<file path="src/ddr2_ctl_pkg.sv">
// Shared constants and types for the DDR2 control pin interface
package ddr2_ctl_pkg;
	localparam int DQ_W = 8;
	localparam int CTL_W = 6;
	localparam int CTL_CKE = 5;
	localparam int CTL_CS = 4;
	localparam int CTL_RAS = 3;
	localparam int CTL_CAS = 2;
	localparam int CTL_WE = 1;
	localparam int CTL_ODT = 0;
	localparam logic [CTL_W-1:0] CTL_RESET = 6'h1E;
	localparam logic [1:0] ORG_X4 = 2'h0;
	localparam logic [1:0] ORG_X8 = 2'h1;
	localparam logic [1:0] ORG_X16 = 2'h2;

	typedef enum logic [3:0] {
		CMD_MODE_SET = 4'h0,
		CMD_REFRESH = 4'h1,
		CMD_PRECHARGE = 4'h2,
		CMD_ACTIVATE = 4'h3,
		CMD_WRITE = 4'h4,
		CMD_READ = 4'h5,
		CMD_RESERVED = 4'h6,
		CMD_NOP = 4'h7,
		CMD_DESELECT = 4'h8
	} cmd_t;

	typedef enum logic [1:0] {
		PWR_ACTIVE = 2'h0,
		PWR_PRE_PD = 2'h1,
		PWR_ACT_PD = 2'h2,
		PWR_SELF_REF = 2'h3
	} pwr_t;
endpackage

</file>
<file path="src/edge_if.sv">
// Synchronised level and edge pulses of one sampled pin
`timescale 1ns/1ps
interface edge_if;
	logic level;
	logic rise;
	logic fall;
	modport src (output level, output rise, output fall);
	modport dst (input level, input rise, input fall);
endinterface

</file>
<file path="src/sync_edge.sv">
// Two-stage synchroniser with edge detection for a strobe pin
`timescale 1ns/1ps
module sync_edge (
	input wire logic clk_sys,
	input wire logic rst,
	input wire logic pin,
	edge_if.src e
);
	logic meta;
	logic stable;
	logic last;

	// Edge detect looks only at the second stage, never the metastable one
	always_ff @(posedge clk_sys) begin
		if (rst) begin
			meta <= 1'b0;
			stable <= 1'b0;
			last <= 1'b0;
		end else begin
			meta <= pin;
			stable <= meta;
			last <= stable;
		end
	end

	assign e.level = stable;
	assign e.rise = stable & ~last;
	assign e.fall = ~stable & last;
endmodule

</file>
<file path="src/ddr2_ctl_pins.sv">
// DDR2 control pin interface: sampling, power states, decode, termination, masking
`timescale 1ns/1ps
module ddr2_ctl_pins
	import ddr2_ctl_pkg::*;
(
	input wire logic clk_sys,
	input wire logic rst,
	input wire logic ck,
	input wire logic cke,
	input wire logic cs_n,
	input wire logic ras_n,
	input wire logic cas_n,
	input wire logic we_n,
	input wire logic odt,
	input wire logic [DQ_W-1:0] dq_i,
	output logic [DQ_W-1:0] dq_o,
	output logic dq_oe,
	input wire logic dqs_i,
	output logic dqs_o,
	output logic dqs_oe,
	output logic dqs_n_o,
	output logic dqs_n_oe,
	input wire logic dm_i,
	output logic dm_o,
	output logic dm_oe,
	input wire logic [1:0] org,
	input wire logic emr_odt_disable,
	input wire logic emr_rdqs_enable,
	input wire logic emr_dqs_n_disable,
	input wire logic row_open,
	input wire logic rd_valid,
	input wire logic [DQ_W-1:0] rd_rise_data,
	input wire logic [DQ_W-1:0] rd_fall_data,
	input wire logic wr_window,
	output logic cmd_valid,
	output cmd_t cmd,
	output pwr_t pwr_state,
	output logic int_clk_en,
	output logic in_buf_en,
	output logic out_drv_en,
	output logic ck_buf_en,
	output logic term_dq,
	output logic term_dqs,
	output logic term_dqs_n,
	output logic term_dm,
	output logic term_rdqs,
	output logic [DQ_W-1:0] wr_data,
	output logic wr_store
);
	edge_if ck_e ();
	edge_if dqs_e ();
	logic [CTL_W-1:0] ctl_m;
	logic [CTL_W-1:0] ctl_s;
	logic [DQ_W:0] dat_m;
	logic [DQ_W:0] dat_s;
	logic cke_s;
	logic odt_s;
	logic dm_s;
	logic odt_reg;
	logic rdqs_mode;
	logic mask_en;
	logic active;
	cmd_t cmd_code;
	cmd_t next_cmd;

	// Only the true half of the clock pair is sampled; the crossing is its edge
	sync_edge u_ck_sync (.clk_sys(clk_sys), .rst(rst), .pin(ck), .e(ck_e.src));
	sync_edge u_dqs_sync (.clk_sys(clk_sys), .rst(rst), .pin(dqs_i), .e(dqs_e.src));

	// Same two-stage delay as the strobes keeps data aligned to its edges
	always_ff @(posedge clk_sys) begin
		if (rst) begin
			ctl_m <= CTL_RESET;
			ctl_s <= CTL_RESET;
			dat_m <= '0;
			dat_s <= '0;
		end else begin
			ctl_m <= {cke, cs_n, ras_n, cas_n, we_n, odt};
			ctl_s <= ctl_m;
			dat_m <= {dm_i, dq_i};
			dat_s <= dat_m;
		end
	end

	assign cke_s = ctl_s[CTL_CKE];
	assign odt_s = ctl_s[CTL_ODT];
	assign dm_s = dat_s[DQ_W];
	assign active = (pwr_state == PWR_ACTIVE);

	always_comb begin
		next_cmd = CMD_DESELECT;
		if (!ctl_s[CTL_CS]) begin
			next_cmd = cmd_t'({1'b0, ctl_s[CTL_RAS], ctl_s[CTL_CAS], ctl_s[CTL_WE]});
		end
	end
	assign cmd_code = next_cmd;

	always_ff @(posedge clk_sys) begin
		if (rst) begin
			cmd_valid <= 1'b0;
			cmd <= CMD_DESELECT;
		end else begin
			cmd_valid <= 1'b0;
			if (ck_e.rise && active) begin
				cmd <= cmd_code;
				cmd_valid <= !ctl_s[CTL_CS];
			end
		end
	end

	// Power state; self refresh exit needs no clock edge since CK may be stopped
	always_ff @(posedge clk_sys) begin
		if (rst) begin
			pwr_state <= PWR_ACTIVE;
		end else begin
			unique case (pwr_state)
				PWR_ACTIVE: begin
					if (ck_e.rise && !cke_s) begin
						if (row_open) begin
							pwr_state <= PWR_ACT_PD;
						end else if (cmd_code == CMD_REFRESH) begin
							pwr_state <= PWR_SELF_REF;
						end else begin
							pwr_state <= PWR_PRE_PD;
						end
					end
				end
				PWR_PRE_PD, PWR_ACT_PD: begin
					if (ck_e.rise && cke_s) begin
						pwr_state <= PWR_ACTIVE;
					end
				end
				PWR_SELF_REF: begin
					if (cke_s) begin
						pwr_state <= PWR_ACTIVE;
					end
				end
			endcase
		end
	end

	assign int_clk_en = active;
	assign in_buf_en = active;
	assign out_drv_en = active;
	assign ck_buf_en = (pwr_state != PWR_SELF_REF);

	// ODT buffer stays alive through power-down but not self refresh
	always_ff @(posedge clk_sys) begin
		if (rst) begin
			odt_reg <= 1'b0;
		end else if (ck_e.rise && ck_buf_en) begin
			odt_reg <= odt_s && !emr_odt_disable;
		end
	end

	assign rdqs_mode = (org == ORG_X8) && emr_rdqs_enable;
	assign mask_en = !rdqs_mode;
	assign term_dq = odt_reg && !emr_odt_disable;
	assign term_dqs = term_dq;
	assign term_dqs_n = term_dq && !emr_dqs_n_disable;
	assign term_dm = term_dq && !rdqs_mode;
	assign term_rdqs = term_dq && rdqs_mode;

	// Read launch on both CK crossings; strobe is edge aligned with the data
	always_ff @(posedge clk_sys) begin
		if (rst) begin
			dq_o <= '0;
			dqs_o <= 1'b0;
		end else if (rd_valid && out_drv_en) begin
			if (ck_e.rise) begin
				dq_o <= rd_rise_data;
				dqs_o <= 1'b1;
			end else if (ck_e.fall) begin
				dq_o <= rd_fall_data;
				dqs_o <= 1'b0;
			end
		end else begin
			dqs_o <= 1'b0;
		end
	end

	assign dq_oe = rd_valid && out_drv_en;
	assign dqs_oe = dq_oe;
	assign dqs_n_o = ~dqs_o;
	assign dqs_n_oe = dq_oe && !emr_dqs_n_disable;
	assign dm_o = dqs_o;
	assign dm_oe = dq_oe && rdqs_mode;

	// Writes are only taken while awake; the controller keeps CKE high meanwhile
	always_ff @(posedge clk_sys) begin
		if (rst) begin
			wr_data <= '0;
			wr_store <= 1'b0;
		end else begin
			wr_store <= 1'b0;
			if ((dqs_e.rise || dqs_e.fall) && wr_window && active) begin
				wr_data <= dat_s[DQ_W-1:0];
				wr_store <= !(dm_s && mask_en);
			end
		end
	end
endmodule

</file>
<file path="config.mk">
export PLATFORM = sky130hd
export DESIGN_NAME = ddr2_ctl_pins
export DESIGN_NICKNAME = d
export VERILOG_FILES = /design/src/ddr2_ctl_pkg.sv /design/src/edge_if.sv /design/src/sync_edge.sv /design/src/ddr2_ctl_pins.sv
export SDC_FILE = /design/constraint.sdc
export NUM_CORES = 1
export LEC_CHECK = 0
export ABC_AREA = 1
export BUFFER_PORTS_ARGS = -buffer_cell sky130_fd_sc_hd__buf_2
export CORE_MARGIN = 3
export CORE_UTILIZATION = 25
export CTS_CLUSTER_DIAMETER = 80
export DETAILED_ROUTE_END_ITERATION = 7
export GPL_TIMING_DRIVEN = 1
export PLACE_DENSITY_LB_ADDON = 0.08
export SLEW_MARGIN = 10
export SYNTH_ARGS = -nofsm -noshare
export SYNTH_HDL_FRONTEND = slang
export SYNTH_SLANG_ARGS = --single-unit
export TNS_END_PERCENT = 10
</file>
<file path="constraint.sdc">
create_clock -name clk_sys -period 1.7 [get_ports clk_sys]
set_clock_uncertainty 0.15 [all_clocks]
set_input_delay 0 -clock clk_sys [delete_from_list [all_inputs] [get_ports clk_sys]]
set_output_delay 0 -clock clk_sys [all_outputs]
set_load 0.01 [all_outputs]
</file>
Word level (Yosys, flattened, before mapping) --
Index checks and enable logic that the tools add are counted.
Storage, ports and cells: bits in registers 62, bits of input ports 43, output and inout port bits 40
Operators by class: equality and inequality tests 9, multiplexer cells 11, bitwise operators 12, reductions and logical operators 31
Operators with widths (number):
- logical AND 1 bit | 16
- two-way mux 8 bit | 2
- two-way mux 2 bit | 5
- inverter 1 bit | 8
- OR reduction 2 bit | 4
- zero test 1 bit | 6
- inequality test 2 bit (second input constant) | 3
- case mux 2 bit (3 select lines) | 1
- bitwise AND 1 bit | 4
- == test 2 x 1 -> 1 bit (second input constant) | 2
- == test 2 bit (second input constant) | 2
- == test 4 x 1 -> 1 bit (second input constant) | 1
- two-way mux 4 bit | 1
- AND reduction 3 bit | 1
- zero test 2 bit | 1
- two-way mux 1 bit | 2
- inequality test 2 x 1 -> 1 bit (second input constant) | 1
- AND reduction 2 bit | 1
- nonzero test 2 bit | 1
- logical OR 1 bit | 1

Depth between registers and ports, before layout --
Gate-level depths: netlist of run 1.
depth after elaboration 7, depth in mapped cells 8, depth with buffers taken out 8

Modules after synthesis --
Synthesis of run 1 repeated with hierarchy kept, for this count alone.
Unflattened totals: cell total of the unflattened synthesis 282, area total of the unflattened synthesis 2225.9 µm²
Modules (own cells, without submodules):
- ddr2_ctl_pins | instances 1, cells an instance 258, area each 2038.2 µm²
- sync_edge | instances 2, cells an instance 12, area each 93.8 µm²

Least setup slack after synthesis of run 1 --
Ideal clock, no wire load.
path kind register -> register, start register pwr_state[0], end register dq_o[0], library setup time 116 ps, data arrival time 1286 ps, path slack 149 ps, stages on the path, launching flop included 8, path buffers 0, period minus slack after synthesis 1551 ps, path through dfxtp_1 inv_1 ha_1 nand2_2 nor2_8 inv_4 nor2_1 nor2_1
Between the ends: word-level cells in the longest chain between the ends 3
RTL lines:
- start, declared | RTL line ddr2_ctl_pins.sv:37 | output pwr_t pwr_state,
- start signal, assigned | RTL line ddr2_ctl_pins.sv:114 | pwr_state <= PWR_ACTIVE;
- start signal, assigned | RTL line ddr2_ctl_pins.sv:120 | pwr_state <= PWR_ACT_PD;
- start signal, assigned | RTL line ddr2_ctl_pins.sv:122 | pwr_state <= PWR_SELF_REF;
- zero test 2 bit | RTL line ddr2_ctl_pins.sv:88 | assign active = (pwr_state == PWR_ACTIVE);
- named net in_buf_en | RTL line ddr2_ctl_pins.sv:39 | output logic in_buf_en,
- logical AND 1 bit | RTL line ddr2_ctl_pins.sv:169 | end else if (rd_valid && out_drv_en) begin
- AND reduction 2 bit (no line)
- end signal, assigned | RTL line ddr2_ctl_pins.sv:171 | dq_o <= rd_rise_data;
- end signal, assigned | RTL line ddr2_ctl_pins.sv:174 | dq_o <= rd_fall_data;
- end, declared | RTL line ddr2_ctl_pins.sv:16 | output logic [DQ_W-1:0] dq_o,
The timed path passes the listed nets, and every way through them passes these cells. A chain may end at the register's enable or synchronous reset.

Final worst setup path of run 1 --
start register pwr_state[0], end output dm_oe
Between the ends: word-level cells in the longest chain between the ends 3
RTL lines:
- zero test 2 bit | RTL line ddr2_ctl_pins.sv:88
- logical AND 1 bit | RTL line ddr2_ctl_pins.sv:182 | assign dq_oe = rd_valid && out_drv_en;
- logical AND 1 bit | RTL line ddr2_ctl_pins.sv:187 | assign dm_oe = dq_oe && rdqs_mode;
- end, declared | RTL line ddr2_ctl_pins.sv:25 | output logic dm_oe,
Every way passes these cells.

==> impl_metrics.env, run 1 <==
export IMPL_status="finished clean"
export IMPL_vdd_ir_drop_max_mv=0.451
export IMPL_cellLeakagePower_uw=0.00170
export IMPL_cap_viol_max_count=0
export IMPL_synth_yosys_warnings=0
export IMPL_drt_iter0_markers=52
export IMPL_syn_area_sq_um=2250
export IMPL_crit_type="reg2out"
export IMPL_clk_pin_slew_ps=60
export IMPL_fin_nets=453
export IMPL_insertedDiodeCount=0
export IMPL_tns_ps=0
export IMPL_combPwrFrac_pct=21.1
export IMPL_switchingPower_uw=1070
export IMPL_clock_latency_ps=330
export IMPL_nFillCells=879
export IMPL_rsz0062_at_grt="false"
export IMPL_antenna_found_initial=0
export IMPL_period_share_pct=88.0
export IMPL_post_route_drc_count=0
export IMPL_synth_top_family_by_area="simple AND/OR/NAND/NOR gates"
export IMPL_synth_seq_area_share_pct=55.1
export IMPL_dieWidth_um=101
export IMPL_io_pins=83
export IMPL_reg2regPathDepth=7
export IMPL_yosys_area_share_simple_pct=22.8
export IMPL_wirelength_mm=5.20
export IMPL_syn_area_per_cell_sq_um=7.96
export IMPL_die_area_sq_um=10200
export IMPL_cp_arrival_ps=1350
export IMPL_grt_util_all_layers_pct=11.2
export IMPL_crit_required_ps=1550
export IMPL_fp_coreArea_sq_um=8460
export IMPL_avgRoutedWirePerCell_um=10.1
export IMPL_drive_gt1_share_pct=28.6
export IMPL_synthCells=283
export IMPL_synth_fa_ha_area_share_pct=1.67
export IMPL_layout_commonest_cell="buf_2"
export IMPL_p_int_uw=2910
export IMPL_tightest_slew_ps=455
export IMPL_pre_cts_ws_ps=212
export IMPL_grt_pass1_vias=1936
export IMPL_clkPwrFrac_pct=39.3
export IMPL_synth_mux_area_fraction_pct=0
export IMPL_rows=33
export IMPL_synth_xor_area_share_pct=0
export IMPL_cts_max_level=3
export IMPL_cts_sinks=62
export IMPL_cts_tree="done"
export IMPL_cts_post_setup_buffers_inserted=0
export IMPL_hold_end="dqs_n_oe"
export IMPL_grt_overflow=0
export IMPL_detail_route_vias_per_cell=3.85
export IMPL_area_growth_pct=50.6
export IMPL_r2r_start="pwr_state[0]"
export IMPL_seqPwrFrac_pct=39.7
export IMPL_dr_pass1_iters=4
export IMPL_cts_buffers=9
export IMPL_worst_slack_ps=205
export IMPL_rrSetupSlack_ps=260
export IMPL_relSlewSlack_pct=69.6
export IMPL_fin_crit_ps=1500
export IMPL_ys_types=21
export IMPL_crit_start="pwr_state[0]"
export IMPL_worstHoldPathType="in2out"
export IMPL_setup_viol=0
export IMPL_p_per_area_nw_per_um2=1170
export IMPL_gp_congestion=0.672
export IMPL_switching_share_pct=26.8
export IMPL_route_antenna_remaining_nets=0
export IMPL_ys_ff_latch=62
export IMPL_hp_start="emr_dqs_n_disable"
export IMPL_rr_endpoint="cmd[1]"
export IMPL_synth_compound_area_share_pct=7.78
export IMPL_slew_violations=0
export IMPL_layout_common_cells="buf_2 (82), dfxtp_1 (62), nor2_1 (57)"
export IMPL_grt_max_degree=47
export IMPL_endpoint_kind="output port"
export IMPL_clock_path_buffers=2
export IMPL_reg_top3="dat_m: 9 flops, dat_s: 9 flops"
export IMPL_dp_hpwl_mm=3.49
export IMPL_grt_pass1_wl_mm=8.85
export IMPL_syn_nets=329
export IMPL_cp_max_fo=5
export IMPL_cts_root_buf="clkbuf_8"
export IMPL_hold_depth=3
export IMPL_start_util_pct=26.6
export IMPL_final_hold_violation_count=0
export IMPL_vias=1993
export IMPL_die_h_um=101
export IMPL_max_freq_mhz=669
export IMPL_cp_start_kind="flip-flop"
export IMPL_portBuffers=82
[through the flow]
stage | instance area (sq um) | hold WS [ps] | utilization, % | std cells | power [uW]
3_5_place_dp | 2740 | 36.5 | 32.4 | 461 | 2390
6_report | 3390 | 99.0 | 40.1 | 517 | 3980
2_1_floorplan | 2250 | -102 | - | 283 | 2130
5_1_grt | 3390 | 105 | 40.1 | 517 | 4250
4_1_cts | 3390 | 101 | 40.0 | 517 | 4050
3_3_place_gp | 2740 | 36.9 | 32.4 | 461 | 2390
[per-layer routing]
layer	track usage, %	routed length (um)	vias to the layer above
li1	-	-	1090
met1	12.7	2260	846
met2	19.0	2520	49
met3	4.50	335	8
met4	3.99	87	0
met5	0	0	-
[power by group through the flow]
stage | Sequential [uW] | Clock, uW | Combinational, uW
after CTS | 1580 | 1620 | 846
after global routing | 1590 | 1700 | 962
after detailed placement | 1610 | 0 | 774
after global placement | 1610 | 0 | 777
final | 1580 | 1560 | 838
after floorplan | 1630 | 0 | 495
[cells by family (layout without fill, tap and decap cells)]
group	after synthesis	in the layout
adder cells (fa/ha/maj)	3	3
flip-flops	62	62
AND/OR/NAND/NOR	119	119
buffers and inverters	66	195
AO/OA/AOI/OAI	33	33
[repair_timing]
item	CTS	global route
hold buffers	40	0
setup endpoints to repair	0	3
hold endpoints to repair	35	0
gates resized for setup	0	1
[worst max-delay path, stage by stage, from the launching register on]
cell and delay, ps:
dfxtp_1 330, inv_1 80, ha_2 220, nand2_2 140
nor2_1 120, buf_2 140
[Yosys cell counts, drive strengths merged]
| master | instances | share of area (%) |
|---|---|---|
| dfxtp | 62 | 55 |
| nor2 | 60 | 11 |
| inv | 53 | 8.9 |
| nand2 | 38 | 6.6 |
| o21ai | 17 | 3.8 |
| a21oi | 13 | 2.9 |
| buf | 12 | 3.4 |
| nand3 | 11 | 2.4 |
| or2 | 8 | 2.2 |
| ha | 3 | 1.7 |
| a22o | 2 | 0.78 |
| nor3 | 2 | 0.44 |
| clkbuf | 1 | 0.22 |
| o31ai | 1 | 0.33 |
[final cells by class]
| class | instances | area, sq um | area share [%] |
|---|---|---|---|
| Clock buffer | 10 | 138 | 4.06 |
| Clock inverter | 6 | 109 | 3.21 |
| Inverter | 53 | 201 | 5.94 |
| Multi-Input combinational cell | 155 | 729 | 21.5 |
| Sequential cell | 62 | 1240 | 36.6 |
| Tap cell | 105 | 131 | 3.87 |
| Timing Repair Buffer | 126 | 841 | 24.8 |
[worst max path at each step]
stage,end,slack [ps],cells after the start
floorplan,dq_o[0],150,7
global placement,dq_o[0],240,7
detailed placement,cmd[1],210,7
CTS,dm_oe,110,5
global route,dqs_oe,70,5
finish,dm_oe,200,5
Note: power is estimated with default switching activity, not from simulation.
==> run 2, diff against run 1 <==
--- a/config.mk
+++ b/config.mk
@@ -7,8 +7,10 @@
 export LEC_CHECK = 0
 export ABC_AREA = 1
 export BUFFER_PORTS_ARGS = -buffer_cell sky130_fd_sc_hd__buf_2
+export CORE_ASPECT_RATIO = 1.25
 export CORE_MARGIN = 3
 export CORE_UTILIZATION = 25
+export CTS_BUF_LIST = sky130_fd_sc_hd__clkbuf_8
 export CTS_CLUSTER_DIAMETER = 80
 export DETAILED_ROUTE_END_ITERATION = 7
 export GPL_TIMING_DRIVEN = 1
@@ -16,5 +18,6 @@
 export SLEW_MARGIN = 10
 export SYNTH_ARGS = -nofsm -noshare
 export SYNTH_HDL_FRONTEND = slang
+export SYNTH_HIERARCHICAL = 1
 export SYNTH_SLANG_ARGS = --single-unit
 export TNS_END_PERCENT = 10
==> impl_metrics.env, run 2 <==
export IMPL_fin_nets=460
export IMPL_cts_sinks=62
export IMPL_status="finished clean"
export IMPL_fp_coreArea_sq_um=8430
export IMPL_drive_gt1_share_pct=29.8
export IMPL_synth_yosys_warnings=6
export IMPL_async_flop_share_pct=0
export IMPL_grt_max_degree=25
export IMPL_max_stage_delay_ps=550
export IMPL_crit_start="rst"
export IMPL_p_int_uw=2610
export IMPL_period_share_pct=90.5
export IMPL_cts_max_level=3
export IMPL_portBuffers=82
export IMPL_max_freq_mhz=650
export IMPL_setup_viol=0
export IMPL_synthCells=282
export IMPL_clock_path_buffers=2
export IMPL_r2r_start="pwr_state[1]"
export IMPL_slew_violations=0
export IMPL_cellLeakagePower_uw=0.00172
export IMPL_reg_top3="dat_m: 9 flops, dat_s: 9 flops"
export IMPL_synth_seq_area_share_pct=55.8
export IMPL_cts_post_setup_buffers_inserted=0
export IMPL_cts_buffers=9
export IMPL_clkPwrFrac_pct=34.1
export IMPL_die_area_sq_um=10100
export IMPL_worstHoldPathType="in2reg"
export IMPL_yosys_area_top_type="dfxtp_1"
export IMPL_drt_iter0_markers=51
export IMPL_cts_root_buf="clkbuf_8"
export IMPL_grt_util_all_layers_pct=11.9
export IMPL_dr_pass1_iters=4
export IMPL_cpMostUsedCell="dlygate4sd3_1"
export IMPL_netlist_area_leader_share_pct=55.8
export IMPL_crit_type="in2reg"
export IMPL_final_hold_violation_count=0
export IMPL_yosysMostFrequentCell="nor2_1"
export IMPL_route_antenna_remaining_nets=0
export IMPL_syn_area_sq_um=2230
export IMPL_wirelength_mm=5.58
export IMPL_io_pins=83
export IMPL_ys_ff_latch=62
export IMPL_detail_route_vias_per_cell=3.80
export IMPL_clock_latency_ps=330
export IMPL_crit_family="buffers and inverters"
export IMPL_hp_start="wr_window"
export IMPL_p_per_area_nw_per_um2=1090
export IMPL_rsz0062_at_grt="false"
export IMPL_fin_util_pct=40.5
export IMPL_seqPwrFrac_pct=42.9
export IMPL_fin_crit_ps=1540
export IMPL_tns_ps=0
export IMPL_cp_start_kind="input port"
export IMPL_antenna_found_initial=0
export IMPL_grt_pass1_vias=2036
export IMPL_crit_buf_inv=3
export IMPL_insertedDiodeCount=0
export IMPL_vdd_ir_drop_max_mv=0.482
export IMPL_ys_types=25
export IMPL_dp_hpwl_mm=3.81
export IMPL_cp_cell_sequence="dlygate4sd3_1, buf_2, or2_2, dlygate4sd3_1"
export IMPL_cts_tree="done"
export IMPL_gp_congestion=0.766
export IMPL_layout_common_cells="buf_2 (82), nor2_1 (77), dfxtp_1 (61)"
export IMPL_dieWidth_um=90.4
export IMPL_switching_share_pct=30.0
export IMPL_syn_nets=327
export IMPL_vias=2041
export IMPL_crit_required_ps=1770
export IMPL_start_util_pct=26.4
export IMPL_relSlewSlack_pct=81.1
export IMPL_grt_overflow=0
export IMPL_clk_pin_slew_ps=70
export IMPL_grt_pass1_wl_mm=9.59
export IMPL_syn_area_per_cell_sq_um=7.89
export IMPL_rows=37
export IMPL_ys_flop_type="dfxtp_1"
export IMPL_slowest_stage="dlygate4sd3_1"
export IMPL_cp_arrival_ps=1610
export IMPL_yosys_top_cells_area="dfxtp_1 (56%), nor2_1 (13%), inv_1 (7.1%)"
export IMPL_cp_max_fo=16
export IMPL_cap_viol_max_count=0
export IMPL_layout_commonest_cell="buf_2"
export IMPL_synth_enable_flop_cells=0
export IMPL_combPwrFrac_pct=22.9
export IMPL_switchingPower_uw=1120
export IMPL_post_route_drc_count=0
export IMPL_endpoint_kind="flip-flop"
export IMPL_avgRoutedWirePerCell_um=10.4
export IMPL_tightest_slew_ps=282
export IMPL_area_growth_pct=53.3
export IMPL_die_h_um=111
export IMPL_ys_top_cells_by_count="nor2_1 (77), dfxtp_1 (62), inv_1 (42)"
run 2: worst paths after layout:
kind | to | slack (ps) | cells after the start
setup / recovery | ctl_m[4] | 160 | 4
hold reg to reg | dat_s[5] | 250 | 2
hold / removal | wr_data[0] | 30 | 5
setup reg to reg | wr_data[6] | 220 | 7
run 2: layer usage:
metal	vias to the layer above	global-route usage (%)	part of all wire, %
met5	-	0	0
met4	0	4.60	1.5
met3	6	5.41	7.0
met2	61	20.2	48
met1	870	13.0	44
li1	1104	-	-
run 2: through the flow:
stage,instances,worst slack [ps],hold WS [ps],area [sq um],power (uW)
4_1_cts,537,113,37.6,3410,3780
5_1_grt,537,43.0,57.9,3410,4010
6_report,537,161,31.9,3410,3730
3_3_place_gp,475,192,31.5,2750,2410
3_5_place_dp,475,120,33.6,2750,2410
2_1_floorplan,282,88.9,-102,2230,2150
run 2: logic make-up after synthesis:
group	count (synthesis)	synth area share, %
AND/OR/NAND/NOR	134	24.6
flip-flops	62	55.8
buffers and inverters	58	11.4
AO/OA/AOI/OAI	26	7.20
adder cells (fa/ha/maj)	2	1.12
run 2: layout make-up:
type	instances	area (sq um)
Clock buffer	9	124
Sequential cell	62	1240
Inverter	47	181
Tap cell	117	146
Timing Repair Buffer	133	908
Multi-Input combinational cell	162	737
Clock inverter	7	73.8
Fill cell	903	5010
run 2: power by group through the flow:
| stage | combinational (uW) | sequential [uW] | clock (uW) |
|---|---|---|---|
| after floorplan | 494 | 1650 | 0 |
| after global placement | 777 | 1630 | 0 |
| after detailed placement | 771 | 1630 | 0 |
| after CTS | 857 | 1600 | 1330 |
| after global routing | 976 | 1620 | 1410 |
| final | 855 | 1600 | 1270 |
run 2: tightest hold or removal path, cell delays in order:
cell     delay [ps]
buf_2           100
nand2_1         100
nor2_4           70
o21ai_0         150
nor2_1           40
run 2: repair_timing:
item | in CTS | in global routing
hold buffers | 46 | 0
resized for setup | 0 | 3
setup endpoints to repair | 0 | 12
hold endpoints to repair | 36 | 0
